[config.mk]
export PLATFORM = sky130hd
export DESIGN_NAME = cispct_core
export DESIGN_NICKNAME = d
export VERILOG_FILES = /design/src/cispct_pkg.sv /design/src/cispct_fifo.sv /design/src/cispct_core.sv
export VERILOG_INCLUDE_DIRS = /design/src
export SDC_FILE = /design/constraint.sdc
export NUM_CORES = 1
export LEC_CHECK = 0
export BUFFER_PORTS_ARGS = -buffer_cell sky130_fd_sc_hd__buf_2
export CAP_MARGIN = 10
export CORE_ASPECT_RATIO = 1.5
export CORE_MARGIN = 3
export CORE_UTILIZATION = 30
export DETAILED_ROUTE_END_ITERATION = 10
export PLACE_DENSITY_LB_ADDON = 0.12
export SETUP_SLACK_MARGIN = 0.5
export SLEW_MARGIN = 15
export SYNTH_ARGS = -nofsm -noshare
export SYNTH_HDL_FRONTEND = slang
export SYNTH_SLANG_ARGS = --single-unit
[constraint.sdc]
create_clock -name clk -period 4 [get_ports clk]
set_input_delay 0.8 -clock clk [delete_from_list [all_inputs] [get_ports clk]]
set_output_delay 0.8 -clock clk [all_outputs]
set_load 0.01 [all_outputs]
[src/cispct_consts.svh]
/*
  Timing counts and mode encodings for the CIS pixel conversion core.
  Assumes inclusion by bare name from the design files.
*/
`ifndef CISPCT_CONSTS_SVH
`define CISPCT_CONSTS_SVH
`define CISPCT_CODE_W        14
`define CISPCT_HALF_W        7
`define CISPCT_LATENCY       8
`define CISPCT_OFS_W         8
`define CISPCT_MODE_W        2
`define CISPCT_MODE_DC_INT   2'h0
`define CISPCT_MODE_DC_EXT   2'h1
`define CISPCT_MODE_AC_CLAMP 2'h2
`define CISPCT_FIFO_DEPTH    8
`define CISPCT_SR_W          16
`define CISPCT_SR_MODE_LSB   8
`define CISPCT_SR_OFS_LSB    0
`endif

[src/cispct_pkg.sv]
/*
  Types for the CIS pixel conversion core.
  Assumes nothing of its surroundings.
*/
package cispct_pkg;
  typedef enum logic [2:0] {
    CISPCT_ST_DC_INT = 3'h1,
    CISPCT_ST_DC_EXT = 3'h2,
    CISPCT_ST_AC     = 3'h4
  } cispct_mode_t;
endpackage : cispct_pkg

[src/cispct_fifo.sv]
/*
  Small synchronous FIFO with valid/ready at both sides.
  Assumes one clock and an asynchronous active-low reset.
*/
`timescale 1ns/10ps
`default_nettype none
module cispct_fifo #(
  parameter int W = 14,
  parameter int D = 8
) (
  // Clock and reset
  input  wire logic         clk,
  input  wire logic         rst_n,
  // Fill side
  input  wire logic         in_valid,
  output logic              in_ready,
  input  wire logic [W-1:0] in_data,
  // Drain side
  output logic              out_valid,
  input  wire logic         out_ready,
  output logic [W-1:0]      out_data
);
  localparam int AW = $clog2(D);
  logic [W-1:0] mem [D];
  logic [AW-1:0] wp_r, wp_nxt, rp_r, rp_nxt;
  logic [AW:0]   cnt_r, cnt_nxt;
  logic          wr, rd;

  always_comb begin
    wr      = in_valid && (cnt_r != (AW+1)'(D));
    rd      = out_ready && (cnt_r != '0);
    wp_nxt  = wr ? wp_r + 1'b1 : wp_r;
    rp_nxt  = rd ? rp_r + 1'b1 : rp_r;
    cnt_nxt = cnt_r + {{AW{1'b0}}, wr} - {{AW{1'b0}}, rd};
  end

  always_ff @(posedge clk or negedge rst_n) begin
    if (!rst_n) begin
      wp_r  <= '0;
      rp_r  <= '0;
      cnt_r <= '0;
    end else begin
      wp_r  <= wp_nxt;
      rp_r  <= rp_nxt;
      cnt_r <= cnt_nxt;
    end
  end

  // Storage needs no reset
  always_ff @(posedge clk) begin
    if (wr) begin
      mem[wp_r] <= in_data;
    end
  end

  assign in_ready  = (cnt_r != (AW+1)'(D));
  assign out_valid = (cnt_r != '0);
  assign out_data  = mem[rp_r];
endmodule : cispct_fifo
`default_nettype wire

[src/cispct_core.sv]
/*
  CIS pixel conversion timing core: serial mode load, coupling and
  reference arithmetic for digitised samples, fixed-latency pipeline,
  FIFO, and split output of each code as two halves, one per clock phase.
  Assumes the conversion clock arrives as a pin sampled with clk, and
  that the analog samples are presented already digitised in clk.
*/
`timescale 1ns/10ps
`default_nettype none
`include "cispct_consts.svh"
module cispct_core import cispct_pkg::*; (
  // Clock and reset
  input  wire logic                      clk,
  input  wire logic                      rst_n,
  // Pins from host
  input  wire logic                      conversion_clock,
  input  wire logic                      clamp_pin,
  input  wire logic                      serial_clk_pin,
  input  wire logic                      serial_data_pin,
  input  wire logic                      serial_load_strobe,
  // Digitised analog inputs
  input  wire logic [`CISPCT_CODE_W-1:0] pixel_sample,
  input  wire logic [`CISPCT_CODE_W-1:0] external_dc_reference_pin,
  // Output bus
  output logic [`CISPCT_HALF_W-1:0]      data_out,
  output logic                           tracking,
  output logic [2:0]                     mode_state
);
  localparam int CW = `CISPCT_CODE_W;
  localparam int HW = `CISPCT_HALF_W;
  localparam int LAT = `CISPCT_LATENCY;

  // Pin synchronisers
  logic [1:0] s1_r, s2_r, s3_r, s4_r, s5_r;
  logic ck_d_r, sck_d_r;
  always_ff @(posedge clk or negedge rst_n) begin
    if (!rst_n) begin
      s1_r <= '0;
      s2_r <= '0;
      s3_r <= '0;
      s4_r <= '0;
      s5_r <= '0;
      ck_d_r <= 1'b0;
      sck_d_r <= 1'b0;
    end else begin
      s1_r <= {s1_r[0], conversion_clock};
      s2_r <= {s2_r[0], clamp_pin};
      s3_r <= {s3_r[0], serial_clk_pin};
      s4_r <= {s4_r[0], serial_data_pin};
      s5_r <= {s5_r[0], serial_load_strobe};
      ck_d_r <= s1_r[1];
      sck_d_r <= s3_r[1];
    end
  end
  wire logic ck_s = s1_r[1];
  wire logic fall = ck_d_r && !ck_s;
  wire logic rise = !ck_d_r && ck_s;
  wire logic sck_rise = !sck_d_r && s3_r[1];
  wire logic clamp_s = s2_r[1];
  wire logic load_s = s5_r[1];

  // Serial control shift register
  logic [`CISPCT_SR_W-1:0] sr_r, sr_nxt;
  logic [`CISPCT_MODE_W-1:0] mode_r, mode_nxt;
  logic [`CISPCT_OFS_W-1:0] ofs_r, ofs_nxt;
  logic load_d_r;
  always_comb begin
    sr_nxt = sr_r;
    mode_nxt = mode_r;
    ofs_nxt = ofs_r;
    if (!load_s && sck_rise) begin
      sr_nxt = {sr_r[`CISPCT_SR_W-2:0], s4_r[1]};
    end
    if (load_s && !load_d_r) begin
      mode_nxt = sr_r[`CISPCT_SR_MODE_LSB +: `CISPCT_MODE_W];
      ofs_nxt = sr_r[`CISPCT_SR_OFS_LSB +: `CISPCT_OFS_W];
    end
  end
  always_ff @(posedge clk or negedge rst_n) begin
    if (!rst_n) begin
      sr_r <= '0;
      mode_r <= `CISPCT_MODE_DC_INT;
      ofs_r <= '0;
      load_d_r <= 1'b0;
    end else begin
      sr_r <= sr_nxt;
      mode_r <= mode_nxt;
      ofs_r <= ofs_nxt;
      load_d_r <= load_s;
    end
  end

  cispct_mode_t st;
  always_comb begin
    case (mode_r)
      `CISPCT_MODE_DC_EXT:   st = CISPCT_ST_DC_EXT;
      `CISPCT_MODE_AC_CLAMP: st = CISPCT_ST_AC;
      default:               st = CISPCT_ST_DC_INT;
    endcase
  end

  // Sample path
  logic [CW-1:0] black_r, black_nxt, code_r, code_nxt;
  // Code register and FIFO make up the other two falls of latency
  logic [CW-1:0] pipe_r [LAT-2];
  logic [CW:0] diff;
  logic [CW-1:0] ref_v;
  always_comb begin
    black_nxt = black_r;
    ref_v = '0;
    case (st)
      CISPCT_ST_DC_INT: ref_v = '0;
      CISPCT_ST_DC_EXT: ref_v = external_dc_reference_pin;
      CISPCT_ST_AC: begin
        ref_v = black_r;
        if (clamp_s && fall) begin
          black_nxt = pixel_sample;
        end
      end
      default: ref_v = '0;
    endcase
    diff = {1'b0, pixel_sample} - {1'b0, ref_v}
           + {{(CW+1-`CISPCT_OFS_W){1'b0}}, ofs_r};
    // Saturate: negative clips to zero, overflow to full scale
    if ({1'b0, pixel_sample} + {{(CW+1-`CISPCT_OFS_W){1'b0}}, ofs_r} < {1'b0, ref_v}) begin
      code_nxt = '0;
    end else if (diff[CW]) begin
      code_nxt = '1;
    end else begin
      code_nxt = diff[CW-1:0];
    end
  end

  // sample at falling edge; fixed latency shift
  always_ff @(posedge clk or negedge rst_n) begin
    if (!rst_n) begin
      black_r <= '0;
      code_r <= '0;
      for (int i = 0; i < LAT-2; i++) pipe_r[i] <= '0;
    end else begin
      black_r <= black_nxt;
      if (fall) begin
        code_r <= code_nxt;
        pipe_r[0] <= code_r;
        for (int i = 1; i < LAT-2; i++) pipe_r[i] <= pipe_r[i-1];
      end
    end
  end

  // FIFO between pipeline and output halves
  logic f_ready, f_valid;
  logic [CW-1:0] f_data;
  logic pop;
  cispct_fifo #(.W(CW), .D(`CISPCT_FIFO_DEPTH)) u_fifo (
    .clk       (clk),
    .rst_n     (rst_n),
    .in_valid  (fall && f_ready),
    .in_ready  (f_ready),
    .in_data   (pipe_r[LAT-3]),
    .out_valid (f_valid),
    .out_ready (pop),
    .out_data  (f_data)
  );

  // Output halves
  logic [CW-1:0] hold_r, hold_nxt;
  logic [HW-1:0] out_r, out_nxt;
  logic trk_r, trk_nxt;
  always_comb begin
    hold_nxt = hold_r;
    out_nxt = out_r;
    pop = 1'b0;
    trk_nxt = trk_r;
    if (fall) begin
      pop = f_valid;
      hold_nxt = f_valid ? f_data : hold_r;
      out_nxt = f_valid ? f_data[CW-1 -: HW] : hold_r[CW-1 -: HW];
      trk_nxt = 1'b0;
    end
    // lower half after rise, track while high
    if (rise) begin
      out_nxt = hold_r[HW-1:0];
      trk_nxt = 1'b1;
    end
  end
  always_ff @(posedge clk or negedge rst_n) begin
    if (!rst_n) begin
      hold_r <= '0;
      out_r <= '0;
      trk_r <= 1'b0;
    end else begin
      hold_r <= hold_nxt;
      out_r <= out_nxt;
      trk_r <= trk_nxt;
    end
  end

  logic [2:0] st_r;
  always_ff @(posedge clk or negedge rst_n) begin
    if (!rst_n) st_r <= 3'h1;
    else st_r <= st;
  end

  assign data_out = out_r;
  assign tracking = trk_r;
  assign mode_state = st_r;

  a_track_phase: assert property (@(posedge clk) disable iff (!rst_n)
    rise |=> tracking) else $error("track not set after rise");
  a_hold_phase: assert property (@(posedge clk) disable iff (!rst_n)
    fall |=> !tracking) else $error("hold not set after fall");
  a_mode_load: assert property (@(posedge clk) disable iff (!rst_n)
    (load_s && !load_d_r) |=> mode_r == $past(sr_r[`CISPCT_SR_MODE_LSB +: `CISPCT_MODE_W]))
    else $error("mode not loaded");
  a_dc_zero: assert property (@(posedge clk) disable iff (!rst_n)
    (fall && st == CISPCT_ST_DC_INT && pixel_sample == '0 && ofs_r == '0) |=> code_r == '0)
    else $error("zero input not zero code");
  a_black_store: assert property (@(posedge clk) disable iff (!rst_n)
    (fall && clamp_s && st == CISPCT_ST_AC) |=> black_r == $past(pixel_sample))
    else $error("black level not stored");
  a_clamp_unused: assert property (@(posedge clk) disable iff (!rst_n)
    (st != CISPCT_ST_AC) |=> black_r == $past(black_r)) else $error("clamp used in DC");
  a_lsb_half: assert property (@(posedge clk) disable iff (!rst_n)
    rise |=> data_out == $past(hold_r[HW-1:0])) else $error("lower half wrong");
  a_pipe_step: assert property (@(posedge clk) disable iff (!rst_n)
    fall |=> pipe_r[1] == $past(pipe_r[0])) else $error("pipeline stalled");
  a_msb_half: assert property (@(posedge clk) disable iff (!rst_n)
    (fall && f_valid) |=> data_out == $past(f_data[CW-1 -: HW])) else $error("upper half wrong");
endmodule : cispct_core
`default_nettype wire

=== Word level (Yosys, flattened, before mapping) ===
Memory sizes are Yosys's and may differ from the RTL's.
Index checks and enable logic that the tools add are counted.

* Register bits after elaboration: 180
* Bits in writable memories: 112
* Memories kept: 1

{| class="wikitable"
|+ Memories
! memory !! words !! width !! read ports !! clocked after Yosys merged registers in !! wr ports !! line !! text
|-
| u_fifo.mem || 8 || 14 || 1 || 0 || 1 || cispct_fifo.sv:24 || <nowiki>logic [W-1:0] mem [D];</nowiki>
|}

* Add/sub/neg operators: 7
* Order comparisons: 1
* Equal/unequal tests: 5
* Multiplexer cells: 12
* Reductions and logical operators: 18

{| class="wikitable"
|+ Operators with widths
! cell !! count
|-
| two-way mux 14 bit || 2
|-
| one-hot mux 14 bit (2 select lines) || 1
|-
| two-way mux 7 bit || 3
|-
| adder 14 x 8 -> 15 bit || 1
|-
| adder 15 x 8 -> 15 bit || 1
|-
| < comparator 15 x 14 -> 1 bit || 1
|-
| subtractor 14 x 14 -> 15 bit || 1
|-
| logical AND 1 bit || 9
|-
| adder 3 x 1 -> 3 bit (second input constant) || 2
|-
| one-hot mux 3 bit (2 select lines) || 1
|-
| logical NOT 1 bit || 5
|-
| two-way mux 1 bit || 5
|-
| adder 4 x 1 -> 4 bit || 1
|-
| != test 4 bit (second input constant) || 1
|-
| AND reduction 2 bit || 2
|-
| nonzero test 4 bit || 1
|-
| subtractor 4 x 1 -> 4 bit || 1
|-
| equality test 3 x 2 -> 1 bit (second input constant) || 1
|-
| equality test 3 bit (second input constant) || 1
|-
| equality test 2 x 1 -> 1 bit (second input constant) || 1
|-
| equality test 2 bit (second input constant) || 1
|-
| nonzero test 2 bit || 1
|}

=== Logic depth before layout (Yosys ltp) ===
Gate-level depths: netlist (run 1).

* Depth after elaboration: 8
* Gate-level depth with buffers: 16

=== Modules after synthesis ===
A second synthesis (run 1) with hierarchy kept.

* Cells, all modules: 894
* Area total of the unflattened synthesis: 13,082.5 sq um

{| class="wikitable"
|+ Modules (own cells, without submodules)
! module !! instances !! cells each !! area each (sq um)
|-
| cispct_core || 1 || 677 || 8,293.0
|-
| cispct_fifo || 1 || 217 || 4,789.6
|}

=== Worst setup path before layout (run 1) ===
Ideal clock, no wire load.

* Path type: input port to flip-flop
* From: in pixel_sample[0]
* To: reg code_r[10]
* Library setup time: 0.126 ns
* Data arrival time: 3.695 ns
* Slack: 0.179 ns
* Stages on the path: 16
* Path through: ha_1 > inv_1 > fa_1 > nand2b_1 > a21o_1 > a31oi_1 > nand2_1 > xnor2_1 > ha_1 > and3_1 > a221o_1 > a221o_1 > a311o_1 > buf_6 > o21ai_1 > a21oi_1

* Longest elaborated chain between the ends: 4
* Elaborated cells between the ends (all ways): 6
* Classes of those cells: add/sub: 3; order compare: 1; mux: 2

{| class="wikitable"
|+ Ends and longest elaborated chain
! what !! line !! text
|-
| from (decl) || cispct_core.sv:22 || <nowiki>input wire logic [`CISPCT_CODE_W-1:0] pixel_sample,</nowiki>
|-
| subtractor 14 x 14 -> 15 bit || cispct_core.sv:122 || <nowiki>diff = {1'b0, pixel_sample} - {1'b0, ref_v}</nowiki>
|-
| adder 15 x 8 -> 15 bit || cispct_core.sv:122 ||
|-
| two-way mux 14 bit || cispct_core.sv:127 || <nowiki>end else if (diff[CW]) begin</nowiki>
|-
| two-way mux 14 bit (*) || cispct_core.sv:125 || <nowiki>if ({1'b0, pixel_sample} + {{(CW+1-`CISPCT_OFS_W){1'b0}}, ofs_r} < {1'b0, ref_v}) begin</nowiki>
|-
| to (signal assigned) || cispct_core.sv:143 || <nowiki>code_r <= code_nxt;</nowiki>
|-
| to (decl) || cispct_core.sv:103 || <nowiki>logic [CW-1:0] black_r, black_nxt, code_r, code_nxt;</nowiki>
|}

Every way passes the cells marked *; elsewhere a longest branch is shown, timed or not.
A chain may end at the register's enable or synchronous reset.

=== Worst setup path after layout (run 1) ===
* From: reg ofs_r[0]
* To: reg code_r[8]

* Longest elaborated chain between the ends: 3
* Elaborated cells between the ends (all ways): 5
* Classes of those cells: add/sub: 2; order compare: 1; mux: 2

{| class="wikitable"
|+ Ends and longest elaborated chain
! what !! line !! text
|-
| from (decl) || cispct_core.sv:65 || <nowiki>logic [`CISPCT_OFS_W-1:0] ofs_r, ofs_nxt;</nowiki>
|-
| from (signal assigned) || cispct_core.sv:88 || <nowiki>ofs_r <= ofs_nxt;</nowiki>
|-
| adder 14 x 8 -> 15 bit or adder 15 x 8 -> 15 bit (tied branches) || cispct_core.sv:125, cispct_core.sv:122 ||
|-
| < comparator 15 x 14 -> 1 bit or two-way mux 14 bit (tied branches) || cispct_core.sv:125, cispct_core.sv:127 ||
|-
| two-way mux 14 bit (*) || cispct_core.sv:125 ||
|}

Marked as above.

==> key figures, run 1 <==
Synthesis
  • Synth Register Bits: ~290
  • Yosys warns: 0
  • Post-Syn Nets: 998
  • Post-synth EDFFs: 112
  • Mapped cell area: 12860 sq um
  • Yosys cell types: 46
  • Post-synth ARST share: approximately three fifths
  • Synth Area per Inst: 14.33 sq um
  • Sequential fraction of the synthesis area: between 60% and 70%
  • Syn Inst Count: 897
  • Dominant synthesized flop cell: dfrtp_1

Global route
  • GR Layer Usage met1: 13.50%
  • GR met2 Demand/Resource: 23.46%
  • Total track usage: 12.08%
  • Met3 Usage GRT: around 1.7%
  • Largest net degree at the start of global routing: roughly 80
  • GR Overflow Total: 0
  • Most used routing layer: met2
  • Vias in the first global route: a little under 8000
  • First-pass GRT wire length: 43.84 mm
  • Initial antenna violation count: 0

Clocking
  • Clock sinks: between 200 and 300
  • Clock Path Buffers: 3
  • H-tree levels: 1
  • Total CTS buffers: 31
  • Clock slew seen by the registers of the worst setup and hold paths: 0.06 ns
  • CTS tree: built
  • Root Buffer: clkbuf_16
  • Clock Latency Late Sink: 0.57 ns

Route
  • Antenna viol nets, final: 0
  • Vias per cell: between 4 and 5
  • DRC violations left: 0
  • Drt wl/cell: between 15 and 20 um
  • Initial DRT Pass Iterations: 4
  • WL final: 26.54 mm
  • Vias: a little over 7000
  • Initial DRC Count: 201

Power and ir drop
  • Total power after layout: 0.01058 W
  • P_sw: 0.003210 W
  • Sw frac: 30.35%
  • Max IR drop VDD: 0.0003846 V
  • Leak Pwr: 6.056 nW
  • Internal: 0.007366 W
  • Comb pwr share: 27.7%
  • PwrDens: 694.1 nW/um^2
  • Reg power frac: 45.4%
  • Clk pwr share: 26.9%

STA
  • TNS Setup: 0 ns
  • Max-slew headroom: between 40% and 50%
  • Worst slew pin tran: 0.8927 ns
  • Worst hold margin: around 0.30 ns
  • Worst clock skew: 0.02232 ns
  • Achievable Freq: 287.8 MHz
  • Final cycle utilization of the critical path: 86.87%
  • Fin. max-slew vios: 0
  • Final setup violation count: 0
  • Min Tclk post-route: between 3 and 4 ns
  • RSZ-0062 raised after global routing: true
  • Final Hold Violating Endpoints: 0

Finish
  • Layout area overhead: 18.53%
  • Fin nets: 1090
  • Commonest non-fill, non-tap cell in the layout: dfrtp_1
  • Most frequent cells in the layout: dfrtp_1 (177), edfxtp_1 (112), mux2_2 (106)
  • Post-Layout Inst Area: 15240 sq um
  • Final Util: 36.17%
  • Number of diodes: 0
  • Share of cells above drive strength 1: 32.45%

Placement
  • IO buf count: 45
  • GPL Wtd Cong: 0.7523
  • Hpwl dp: 18.10 mm
  • DP Area: 14020 sq um

Min path
  • Worst hold path type: primary input to async pin

Setup path
  • Reg2reg end: code_r[8]
  • Max incr delay on CP: between 0.3 and 0.4 ns
  • Crit-path cells: ha_4 > inv_2 > fa_2 > nand2b_4 > a21o_4 > a31oi_4 > nand2_1 > xnor2_1 > ha_1 > and3_4 > a221o_1 > a221o_1 > a311o_1 > buf_6 > o21ai_1 > a21oi_1
  • CP Max Fanout: 7
  • Critical Path Stages: 16
  • Critical-path top delay cell: dfrtp_1
  • Startpoint types: flip-flop
  • Kind of critical path: flip-flop to flip-flop
  • WP data arrival: roughly 3.9 ns
  • Setup crit end kind: flip-flop
  • Largest delay contributor family on the critical path: compound AO/OA/AOI/OAI gates
  • Most frequent CP cell: a221o_1
  • R2R cell count: 16
  • Worst Path Buf+Inv: 2
  • Reg-to-reg setup timing slack: 0.53 ns
  • WP data required: 4.44 ns
  • Worst reg2reg path startpoint: ofs_r[0]

Floorplan
  • Horiz. Die Dim: 175.0 um
  • Die ar.: roughly 45000 sq um
  • # IOs: 46
  • Cell Rows: 92
  • Die height: 259.5 um
  • Starting Density: 30.51%
  • Core area: 42130 sq um

Run status
  • Status: complete, no violations

Run
  • Maxcap violations: 0
[per-layer routing]
layer	share of wire, %	up-vias
li1	-	3450
met1	39	3634
met2	56	90
met3	3.0	40
met4	2.4	0
met5	0	-
[state kept, by name, summed over array words and instances, names as in the netlist]
name / cells
u_fifo.mem: 112
pipe_r: 84
black_r: 14
code_r: 14
hold_r: 14
sr_r: 10
ofs_r: 8
data_out: 7
u_fifo.cnt_r: 4
mode_state: 3
u_fifo.rp_r: 3
u_fifo.wp_r: 3
mode_r: 2
s1_r: 2
s2_r: 2
s3_r: 2
s4_r: 2
s5_r: 2
ck_d_r: 1
load_d_r: 1
sck_d_r: 1
tracking: 1
[kinds of logic after synthesis]
logic type                 synth area share, %
DFF                                      61.21
AOI/OAI and AO/OA                        7.523
muxes                                    15.36
and+or+nand+nor                          4.146
buffers and inverters                    2.783
adders and majority gates                7.007
xor gates and xnor gates                 1.976
[area by class of cell]
class	count	area, sq um
Fill cell	4146	26890
Sequential cell	292	7871
Multi-Input combinational cell	514	4805
Clock buffer	39	835.8
Tap cell	564	705.7
Timing Repair Buffer	96	640.6
Inverter	54	202.7
Clock inverter	19	177.7
[worst reg2reg max path: stages, from the launching register on]
cell and delay [ns]:
dfrtp_1 0.39, ha_4 0.15, inv_2 0.03, fa_2 0.33, nand2b_4 0.16, a21o_4 0.23, a31oi_4 0.16, nand2_1 0.08
xnor2_1 0.12, ha_1 0.29, and3_4 0.16, a221o_1 0.29, a221o_1 0.31, a311o_1 0.35, buf_6 0.17, o21ai_1 0.07
a21oi_1 0.05
[stage by stage]
step / instances / setup slack [ns]
floorplan: 897 / 0.2111
detailed placement: 1511 / -0.2006
global placement: 1511 / -0.1404
CTS: 1576 / 0.4775
finish: 1578 / 0.5253
global route: 1578 / 0.3322
[cells in the mapped netlist, drive strengths merged (17+ instances only)]
master    n  area share (%)
o21ai    39             1.5
nor2     36             1.1
a21oi    51             2.0
inv      54             1.6
mux2    106             9.3
dfrtp   179              35
mux4     28             4.9
nand2    30            0.88
ha       56             5.5
edfxtp  112              26
xnor2    17             1.2
clkbuf   26            0.76
[how the worst max path moves through the flow]
stage	startpoint	end
2_1_floorplan	pixel_sample[0]	code_r[10]
3_3_place_gp	pixel_sample[0]	code_r[0]
3_5_place_dp	pixel_sample[0]	code_r[13]
4_1_cts	ofs_r[0]	code_r[7]
5_1_grt	ofs_r[0]	code_r[0]
6_report	ofs_r[0]	code_r[8]
[power groups by stage]
stage / registers [W] / logic, W / clock network (W)
final: 0.00480 / 0.00293 / 0.00284
after global routing: 0.00496 / 0.00330 / 0.00309
after floorplan: 0.00454 / 0.00223 / 0
after detailed placement: 0.00489 / 0.00290 / 0
after global placement: 0.00487 / 0.00287 / 0
after CTS: 0.00484 / 0.00299 / 0.00297
[what timing repair did]
item / CTS / global route
setup buffers: 5 / 2
cloned: 2 / 0
endpoints found under the setup margin: 14 / 14
pin swaps: 9 / 0
endpoints found under the hold margin: 0 / 0
hold buffers: 0 / 0
gates resized for setup: 35 / 5
Note: power is estimated with default switching activity, not from simulation.
==> run 2: changes to the inputs <==
--- a/config.mk
+++ b/config.mk
@@ -6,7 +6,7 @@
 export SDC_FILE = /design/constraint.sdc
 export NUM_CORES = 1
 export LEC_CHECK = 0
-export BUFFER_PORTS_ARGS = -buffer_cell sky130_fd_sc_hd__buf_2
+export BUFFER_PORTS_ARGS = -buffer_cell sky130_fd_sc_hd__buf_4
 export CAP_MARGIN = 10
 export CORE_ASPECT_RATIO = 1.5
 export CORE_MARGIN = 3
==> constraint.sdc (replaced) <==
create_clock -name clk -period 3.06 [get_ports clk]
set_input_delay 0.612 -clock clk [delete_from_list [all_inputs] [get_ports clk]]
set_output_delay 0.612 -clock clk [all_outputs]
set_load 0.01 [all_outputs]
==> run 2 against run 1 <==
Effect of this change:
- the flow now finishes with violations (setup timing)
- cell count rose by 4.0%
- critical path depth did not move
- count of clock-buffer cells in the layout increased by 11
- design area up 4.6%
- non-clock buffer count rose by 61
- worst setup slack worse by 0.91 ns
- sequential power increased by 30%
==> key figures, run 2 (synthesis gave the netlist of run 1 again) <==
Run status
  • Status: complete, but fails checks (was complete, no violations)
  • Failing checks: setup timing

STA
  • Achievable Freq: 290.0 MHz (was 287.8 MHz)
  • Worst slew pin tran: 0.8624 ns (was 0.8927 ns)
  • Final Hold Violating Endpoints: 0 (unchanged)
  • TNS Setup: -5.168 ns (was 0 ns)
  • Worst clock skew: 0.02396 ns (was 0.02232 ns)
  • Final setup violation count: 14 (was 0)
  • RSZ-0062 raised after global routing: true (unchanged)
  • Final cycle utilization of the critical path: 112.7% (was 86.87%)
  • Fin. max-slew vios: 0 (unchanged)
  • Min Tclk post-route: 3.449 ns (was 3.475 ns)
  • Final setup margin: -0.3886 ns (was 0.5253 ns)
  • Max-slew headroom: 42.51% (was 40.32%)

Finish
  • Finished Layout Cells: 1641 (was 1578)
  • Fin nets: 1154 (was 1090)
  • Number of diodes: 0 (unchanged)
  • Max reg flops: 112 (unchanged)
  • Filler instances: 4132 (was 4146)
  • Largest regs: u_fifo.mem: 112 flops, pipe_r: 84 flops (unchanged)
  • Commonest non-fill, non-tap cell in the layout: dfrtp_1 (unchanged)
  • Share of cells above drive strength 1: 36.58% (was 32.45%)
  • Layout area overhead: 23.96% (was 18.53%)
  • Most frequent cells in the layout: dfrtp_1 (178), buf_4 (151), edfxtp_1 (112) (was dfrtp_1 (177), edfxtp_1 (112), mux2_2 (106))
  • Post-Layout Inst Area: 15940 sq um (was 15240 sq um)
  • Largest reg by FF count: u_fifo.mem (unchanged)

Global route
  • First-pass GRT wire length: 43.99 mm (was 43.84 mm)
  • GR Overflow Total: 0 (unchanged)
  • Initial antenna violation count: 0 (unchanged)
  • Vias in the first global route: 8092 (was 7881)
  • Largest net degree at the start of global routing: 70 (was 81)
  • Total track usage: 12.29% (was 12.08%)

Floorplan
  • Cell Rows: 92 (unchanged)
  • Die height: 259.5 um (unchanged)
  • Die ar.: 45430 sq um (unchanged)
  • Horiz. Die Dim: 175.0 um (unchanged)
  • # IOs: 46 (unchanged)
  • Core area: 42130 sq um (unchanged)
  • Starting Density: 30.51% (unchanged)

Clocking
  • Total CTS buffers: 34 (was 31)
  • Clock Latency Late Sink: 0.52 ns (was 0.57 ns)
  • Post-CTS Hold Buffers: 0 (unchanged)
  • H-tree levels: 2 (was 1)
  • CTS tree: built (unchanged)
  • Root Buffer: clkbuf_16 (unchanged)
  • Clock slew seen by the registers of the worst setup and hold paths: 0.06 ns (about the same)
  • Clock sinks: 292 (unchanged)
  • Clock Path Buffers: 3 (unchanged)

Route
  • Antenna viol nets, final: 0 (unchanged)
  • Drt wl/cell: 16.37 um (was 16.82 um)
  • Initial DRC Count: 234 (was 201)
  • DRC violations left: 0 (unchanged)
  • Vias: 7396 (was 7214)
  • WL final: 26.86 mm (was 26.54 mm)
  • Vias per cell: 4.507 (was 4.572)
  • Initial DRT Pass Iterations: 4 (unchanged)

Power and ir drop
  • Internal: 0.01021 W (was 0.007366 W)
  • Leak Pwr: 6.438 nW (was 6.056 nW)
  • PwrDens: 911.1 nW/um^2 (was 694.1 nW/um^2)
  • Reg power frac: 42.9% (was 45.4%)
  • Total power after layout: 0.01452 W (was 0.01058 W)
  • Comb pwr share: 29.6% (was 27.7%)
  • Clk pwr share: 27.5% (was 26.9%)
  • P_sw: 0.004312 W (was 0.003210 W)
  • Sw frac: 29.70% (was 30.35%)
  • Max IR drop VDD: 0.0004346 V (was 0.0003846 V)

Setup path
  • Max incr delay on CP: 0.38 ns (was 0.39 ns)
  • Largest delay contributor family on the critical path: compound AO/OA/AOI/OAI gates (unchanged)
  • CP Max Fanout: 7 (unchanged)
  • Critical-path top delay cell: dfrtp_1 (unchanged)
  • Most frequent CP cell: a221o_1 (unchanged)
  • WP data arrival: 3.84 ns (was 3.91 ns)
  • Crit-path cells: ha_4 > inv_2 > fa_2 > nand2b_4 > a21o_4 > a31oi_4 > nand2_1 > xnor2_1 > ha_1 > and3_4 > a221o_1 > a221o_1 > a311o_1 > buf_6 > o21ai_0 > a21oi_1 (was ha_4 > inv_2 > fa_2 > nand2b_4 > a21o_4 > a31oi_4 > nand2_1 > xnor2_1 > ha_1 > and3_4 > a221o_1 > a221o_1 > a311o_1 > buf_6 > o21ai_1 > a21oi_1)
  • Worst Path Buf+Inv: 2 (unchanged)
  • WP data required: 3.45 ns (was 4.44 ns)
  • Kind of critical path: flip-flop to flip-flop (unchanged)
  • Setup crit end kind: flip-flop (unchanged)
  • Startpoint types: flip-flop (unchanged)

Placement
  • GPL Wtd Cong: 0.7537 (was 0.7523)
  • DP Area: 14600 sq um (was 14020 sq um)
  • Placed instance count: 1574 (was 1511)
  • IO buf count: 45 (unchanged)
  • Hpwl dp: 18.30 mm (was 18.10 mm)

Min path
  • Worst hold path type: primary input to async pin (unchanged)

Run
  • Maxcap violations: 0 (unchanged)
run 2: cell type report:
cell class,count,area [sq um],share of cell area (%)
Clock buffer,50,993.5,6.234
Clock inverter,10,113.9,0.7145
Inverter,54,202.7,1.272
Multi-Input combinational cell,514,4838,30.36
Sequential cell,292,7870,49.38
Tap cell,564,705.7,4.428
Timing Repair Buffer,157,1212,7.608
run 2: worst register-to-register path, delay by kind of cell (launching register included):
family,cells,cell delay [ns]
AO/OA/AOI/OAI,7,1.46
adder cells (fa/ha/maj),3,0.77
AND/OR/NAND/NOR,3,0.39
flip-flops,1,0.38
buffers and inverters,2,0.20
XOR/XNOR,1,0.12
run 2: power groups by stage:
stage | Clock [W] | Combinational (W) | Sequential, W
2_1_floorplan | 0 | 0.00291 | 0.00593
3_3_place_gp | 0 | 0.00422 | 0.00629
3_5_place_dp | 0 | 0.00426 | 0.00633
4_1_cts | 0.00417 | 0.00440 | 0.00626
5_1_grt | 0.00435 | 0.00482 | 0.00642
6_report | 0.00400 | 0.00430 | 0.00622
run 2: stage by stage:
stage	utilization (%)	worst slack, ns	hold WS, ns
after CTS	37.72	-0.4158	0.05192
after floorplan	-	-0.5409	0.3164
after detailed placement	34.66	-0.9275	0.3347
after global placement	34.66	-0.8996	0.3328
final	37.83	-0.3886	0.05922
after global routing	37.83	-0.5835	0.07751
run 2: repair_timing:
item                       in CTS  in global routing
setup endpoints to repair      14                 86
pin swaps                      14                  0
resized for setup              36                  9
gates cloned                    2                  0
setup buffers                   4                  1
run 2: path summary, 6_finish.rpt:
| kind | cells past startpoint | endpoint | start | slack, ns |
|---|---|---|---|---|
| worst min register to register | 0 | s3_r[1] | s3_r[0] | 0.34 |
| min in group clk | 1 | s2_r[0] | clamp_pin | 0.20 |
| worst max register to register | 16 | code_r[1] | ofs_r[0] | -0.39 |
| worst max-delay path | 16 | code_r[1] | ofs_r[0] | -0.39 |
| worst min-delay path | 1 | u_fifo.rp_r[2] | rst_n | 0.06 |
| max in group asynchronous | 2 | black_r[2] | rst_n | 2.25 |
run 2: metal layers:
metal	vias up	share of wire [%]	global-route usage, %
met5	-	0	0
met1	3686	40	13.55
met4	0	2.4	3.838
li1	3577	-	-
met3	42	2.9	2.136
met2	91	55	23.73
==> run 3: changes to the inputs <==
--- a/config.mk
+++ b/config.mk
@@ -8,11 +8,11 @@
 export LEC_CHECK = 0
 export BUFFER_PORTS_ARGS = -buffer_cell sky130_fd_sc_hd__buf_4
 export CAP_MARGIN = 10
-export CORE_ASPECT_RATIO = 1.5
+export CORE_ASPECT_RATIO = 1.2
 export CORE_MARGIN = 3
 export CORE_UTILIZATION = 30
 export DETAILED_ROUTE_END_ITERATION = 10
-export PLACE_DENSITY_LB_ADDON = 0.12
+export PLACE_DENSITY = 0.45
 export SETUP_SLACK_MARGIN = 0.5
 export SLEW_MARGIN = 15
 export SYNTH_ARGS = -nofsm -noshare
==> run 3 against run 2 <==
Effect of this change:
- the run still ends with setup timing left
- wire length is 0.47% lower
- critical endpoint is now code_r[2]
- count of clock-buffer cells in the layout is 1 lower
- clock skew hardly changed
==> key figures, run 3 (synthesis gave the netlist of run 1 again) <==
Run status
  • Status: complete, but fails checks (unchanged)
  • Failing checks: setup timing (unchanged)

Floorplan
  • Die ar.: 45380 sq um (was 45430 sq um)
  • Horiz. Die Dim: 195.0 um (was 175.0 um)
  • Die height: 232.8 um (was 259.5 um)
  • Core area: 42070 sq um (was 42130 sq um)
  • Starting Density: 30.56% (was 30.51%)
  • # IOs: 46 (unchanged)
  • Cell Rows: 82 (was 92)

Setup path
  • CP Max Fanout: 7 (unchanged)
  • Critical-path top delay cell: dfrtp_1 (unchanged)
  • Reg-to-reg setup timing slack: -0.48 ns (was -0.39 ns)
  • Largest delay contributor family on the critical path: compound AO/OA/AOI/OAI gates (unchanged)
  • Kind of critical path: flip-flop to flip-flop (unchanged)
  • Reg2reg end: code_r[2] (was code_r[1])
  • Crit path from: ofs_r[0] (unchanged)
  • Setup crit end kind: flip-flop (unchanged)
  • CP Capture Point: code_r[2] (was code_r[1])
  • Startpoint types: flip-flop (unchanged)
  • WP data required: 3.45 ns (about the same)
  • Critical Path Stages: 16 (unchanged)
  • WP data arrival: 3.94 ns (was 3.84 ns)
  • Worst reg2reg path startpoint: ofs_r[0] (unchanged)
  • Worst Path Buf+Inv: 2 (unchanged)
  • Most frequent CP cell: a221o_1 (unchanged)
  • Max incr delay on CP: 0.39 ns (was 0.38 ns)
  • Crit-path cells: ha_4 > inv_2 > fa_2 > nand2b_4 > a21o_1 > a31oi_2 > nand2_1 > xnor2_1 > ha_1 > and3_4 > a221o_1 > a221o_1 > a311o_1 > buf_6 > o21ai_0 > a21oi_1 (was ha_4 > inv_2 > fa_2 > nand2b_4 > a21o_4 > a31oi_4 > nand2_1 > xnor2_1 > ha_1 > and3_4 > a221o_1 > a221o_1 > a311o_1 > buf_6 > o21ai_0 > a21oi_1)
  • R2R cell count: 16 (unchanged)

Global route
  • Vias in the first global route: 7908 (was 8092)
  • First-pass GRT wire length: 43.60 mm (was 43.99 mm)
  • GR Overflow Total: 0 (unchanged)
  • Total track usage: 12.08% (was 12.29%)
  • Initial antenna violation count: 0 (unchanged)
  • Largest net degree at the start of global routing: 49 (was 70)

Finish
  • Area taken by flip-flops and latches: 7870 sq um (unchanged)
  • Filler instances: 4045 (was 4132)
  • Number of diodes: 0 (unchanged)
  • Share of cells above drive strength 1: 36.15% (was 36.58%)
  • Fin nets: 1152 (was 1154)
  • Most frequent cells in the layout: dfrtp_1 (178), buf_4 (146), edfxtp_1 (112) (was dfrtp_1 (178), buf_4 (151), edfxtp_1 (112))
  • Commonest non-fill, non-tap cell in the layout: dfrtp_1 (unchanged)
  • Largest reg by FF count: u_fifo.mem (unchanged)
  • Largest regs: u_fifo.mem: 112 flops, pipe_r: 84 flops (unchanged)
  • Multi-input gate area: 4817 sq um (was 4838 sq um)
  • Max reg flops: 112 (unchanged)
  • Layout area overhead: 23.66% (was 23.96%)
  • Finished Layout Cells: 1622 (was 1641)

STA
  • Final setup margin: -0.4823 ns (was -0.3886 ns)
  • Max-slew headroom: 58.41% (was 42.51%)
  • Worst clock skew: 0.02445 ns (was 0.02396 ns)
  • Fin. max-slew vios: 0 (unchanged)
  • TNS Setup: -6.188 ns (was -5.168 ns)
  • RSZ-0062 raised after global routing: true (unchanged)
  • Achievable Freq: 282.3 MHz (was 290.0 MHz)
  • Final Hold Violating Endpoints: 0 (unchanged)
  • Final setup violation count: 14 (unchanged)
  • Worst slew pin tran: 0.6238 ns (was 0.8624 ns)
  • Worst hold margin: 0.02548 ns (was 0.05922 ns)
  • Min Tclk post-route: 3.542 ns (was 3.449 ns)
  • Final cycle utilization of the critical path: 115.8% (was 112.7%)

Route
  • Vias: 7463 (was 7396)
  • Initial DRT Pass Iterations: 4 (unchanged)
  • WL final: 26.74 mm (was 26.86 mm)
  • Vias per cell: 4.601 (was 4.507)
  • Antenna viol nets, final: 0 (unchanged)
  • Drt wl/cell: 16.49 um (was 16.37 um)
  • Initial DRC Count: 271 (was 234)
  • DRC violations left: 0 (unchanged)

Power and ir drop
  • Max IR drop VDD: 0.0005329 V (was 0.0004346 V)
  • Reg power frac: 43.1% (was 42.9%)
  • PwrDens: 906.5 nW/um^2 (was 911.1 nW/um^2)
  • P_sw: 0.004302 W (was 0.004312 W)
  • Sw frac: 29.85% (was 29.70%)
  • Internal: 0.01011 W (was 0.01021 W)
  • Clk pwr share: 27.5% (about the same)
  • Comb pwr share: 29.4% (was 29.6%)
  • Leak Pwr: 6.432 nW (was 6.438 nW)

Clocking
  • Clock Path Buffers: 3 (unchanged)
  • Clock Latency Late Sink: 0.53 ns (was 0.52 ns)
  • Total CTS buffers: 35 (was 34)
  • Post-CTS Hold Buffers: 0 (unchanged)
  • Clock slew seen by the registers of the worst setup and hold paths: 0.06 ns (about the same)
  • H-tree levels: 2 (unchanged)
  • Root Buffer: clkbuf_16 (unchanged)
  • Clock sinks: 292 (unchanged)
  • CTS tree: built (unchanged)

Placement
  • Placed instance count: 1555 (was 1574)
  • IO buf count: 45 (unchanged)
  • GPL Wtd Cong: 0.7503 (was 0.7537)
  • Hpwl dp: 18.15 mm (was 18.30 mm)

Min path
  • Worst hold path type: primary input to async pin (unchanged)

Run
  • Maxcap violations: 0 (unchanged)
run 3: changes by cell type in the layout (fill, tap and decap cells not counted), moves of 2 or more:
cell,change
inv_6,+2
buf_12,+4
buf_6,-2
o21ai_0,+2
buf_4,-5
clkinv_2,+2
run 3: final cells by class:
class | instances | area share (%)
clock buffers | 49 | 6.029
clock inverters | 13 | 0.8421
inverters | 54 | 1.275
multi-input cells | 514 | 30.30
flip-flops and latches | 292 | 49.50
well taps | 546 | 4.297
repair buffers | 154 | 7.752
run 3: layer usage:
layer  global-route usage (%)  wire, um  vias to the layer above  part of all wire, %
met3                    2.129       869                       38                  3.2
met2                    21.69     13830                       99                   52
met5                        0         0                        -                    0
met1                    14.60     11430                     3737                   43
li1                         -         -                     3589                    -
met4                    4.257       612                        0                  2.3
run 3: through the flow:
| stage | instance area [sq um] | power (W) | utilization [%] | setup WS (ns) |
|---|---|---|---|---|
| after floorplan | 12890 | 0.008848 | - | -0.5409 |
| after global placement | 14620 | 0.01045 | 34.76 | -0.8826 |
| after detailed placement | 14620 | 0.01052 | 34.76 | -0.9610 |
| after CTS | 15820 | 0.01467 | 37.60 | -0.4764 |
| after global routing | 15900 | 0.01543 | 37.79 | -0.6417 |
| final | 15900 | 0.01441 | 37.79 | -0.4823 |
run 3: what timing repair did:
action / 4_1_cts / 5_1_grt
pin swaps: 10 / 1
buffers inserted: 2 / 1
cloned: 2 / 0
gates resized for setup: 19 / 18
setup endpoints to repair: 14 / 14
run 3: how the worst min path moves through the flow:
stage / from / endpoint
floorplan: rst_n / black_r[0]
global placement: s5_r[0] / s5_r[1]
detailed placement: s3_r[0] / s3_r[1]
CTS: rst_n / pipe_r[13]
global route: rst_n / pipe_r[13]
finish: rst_n / pipe_r[13]
run 3: power groups by stage:
stage	Combinational, W	Sequential (W)	Clock [W]
2_1_floorplan	0.00291	0.00593	0
4_1_cts	0.00430	0.00624	0.00413
5_1_grt	0.00475	0.00640	0.00428
6_report	0.00424	0.00621	0.00396
3_5_place_dp	0.00421	0.00631	0
3_3_place_gp	0.00417	0.00628	0
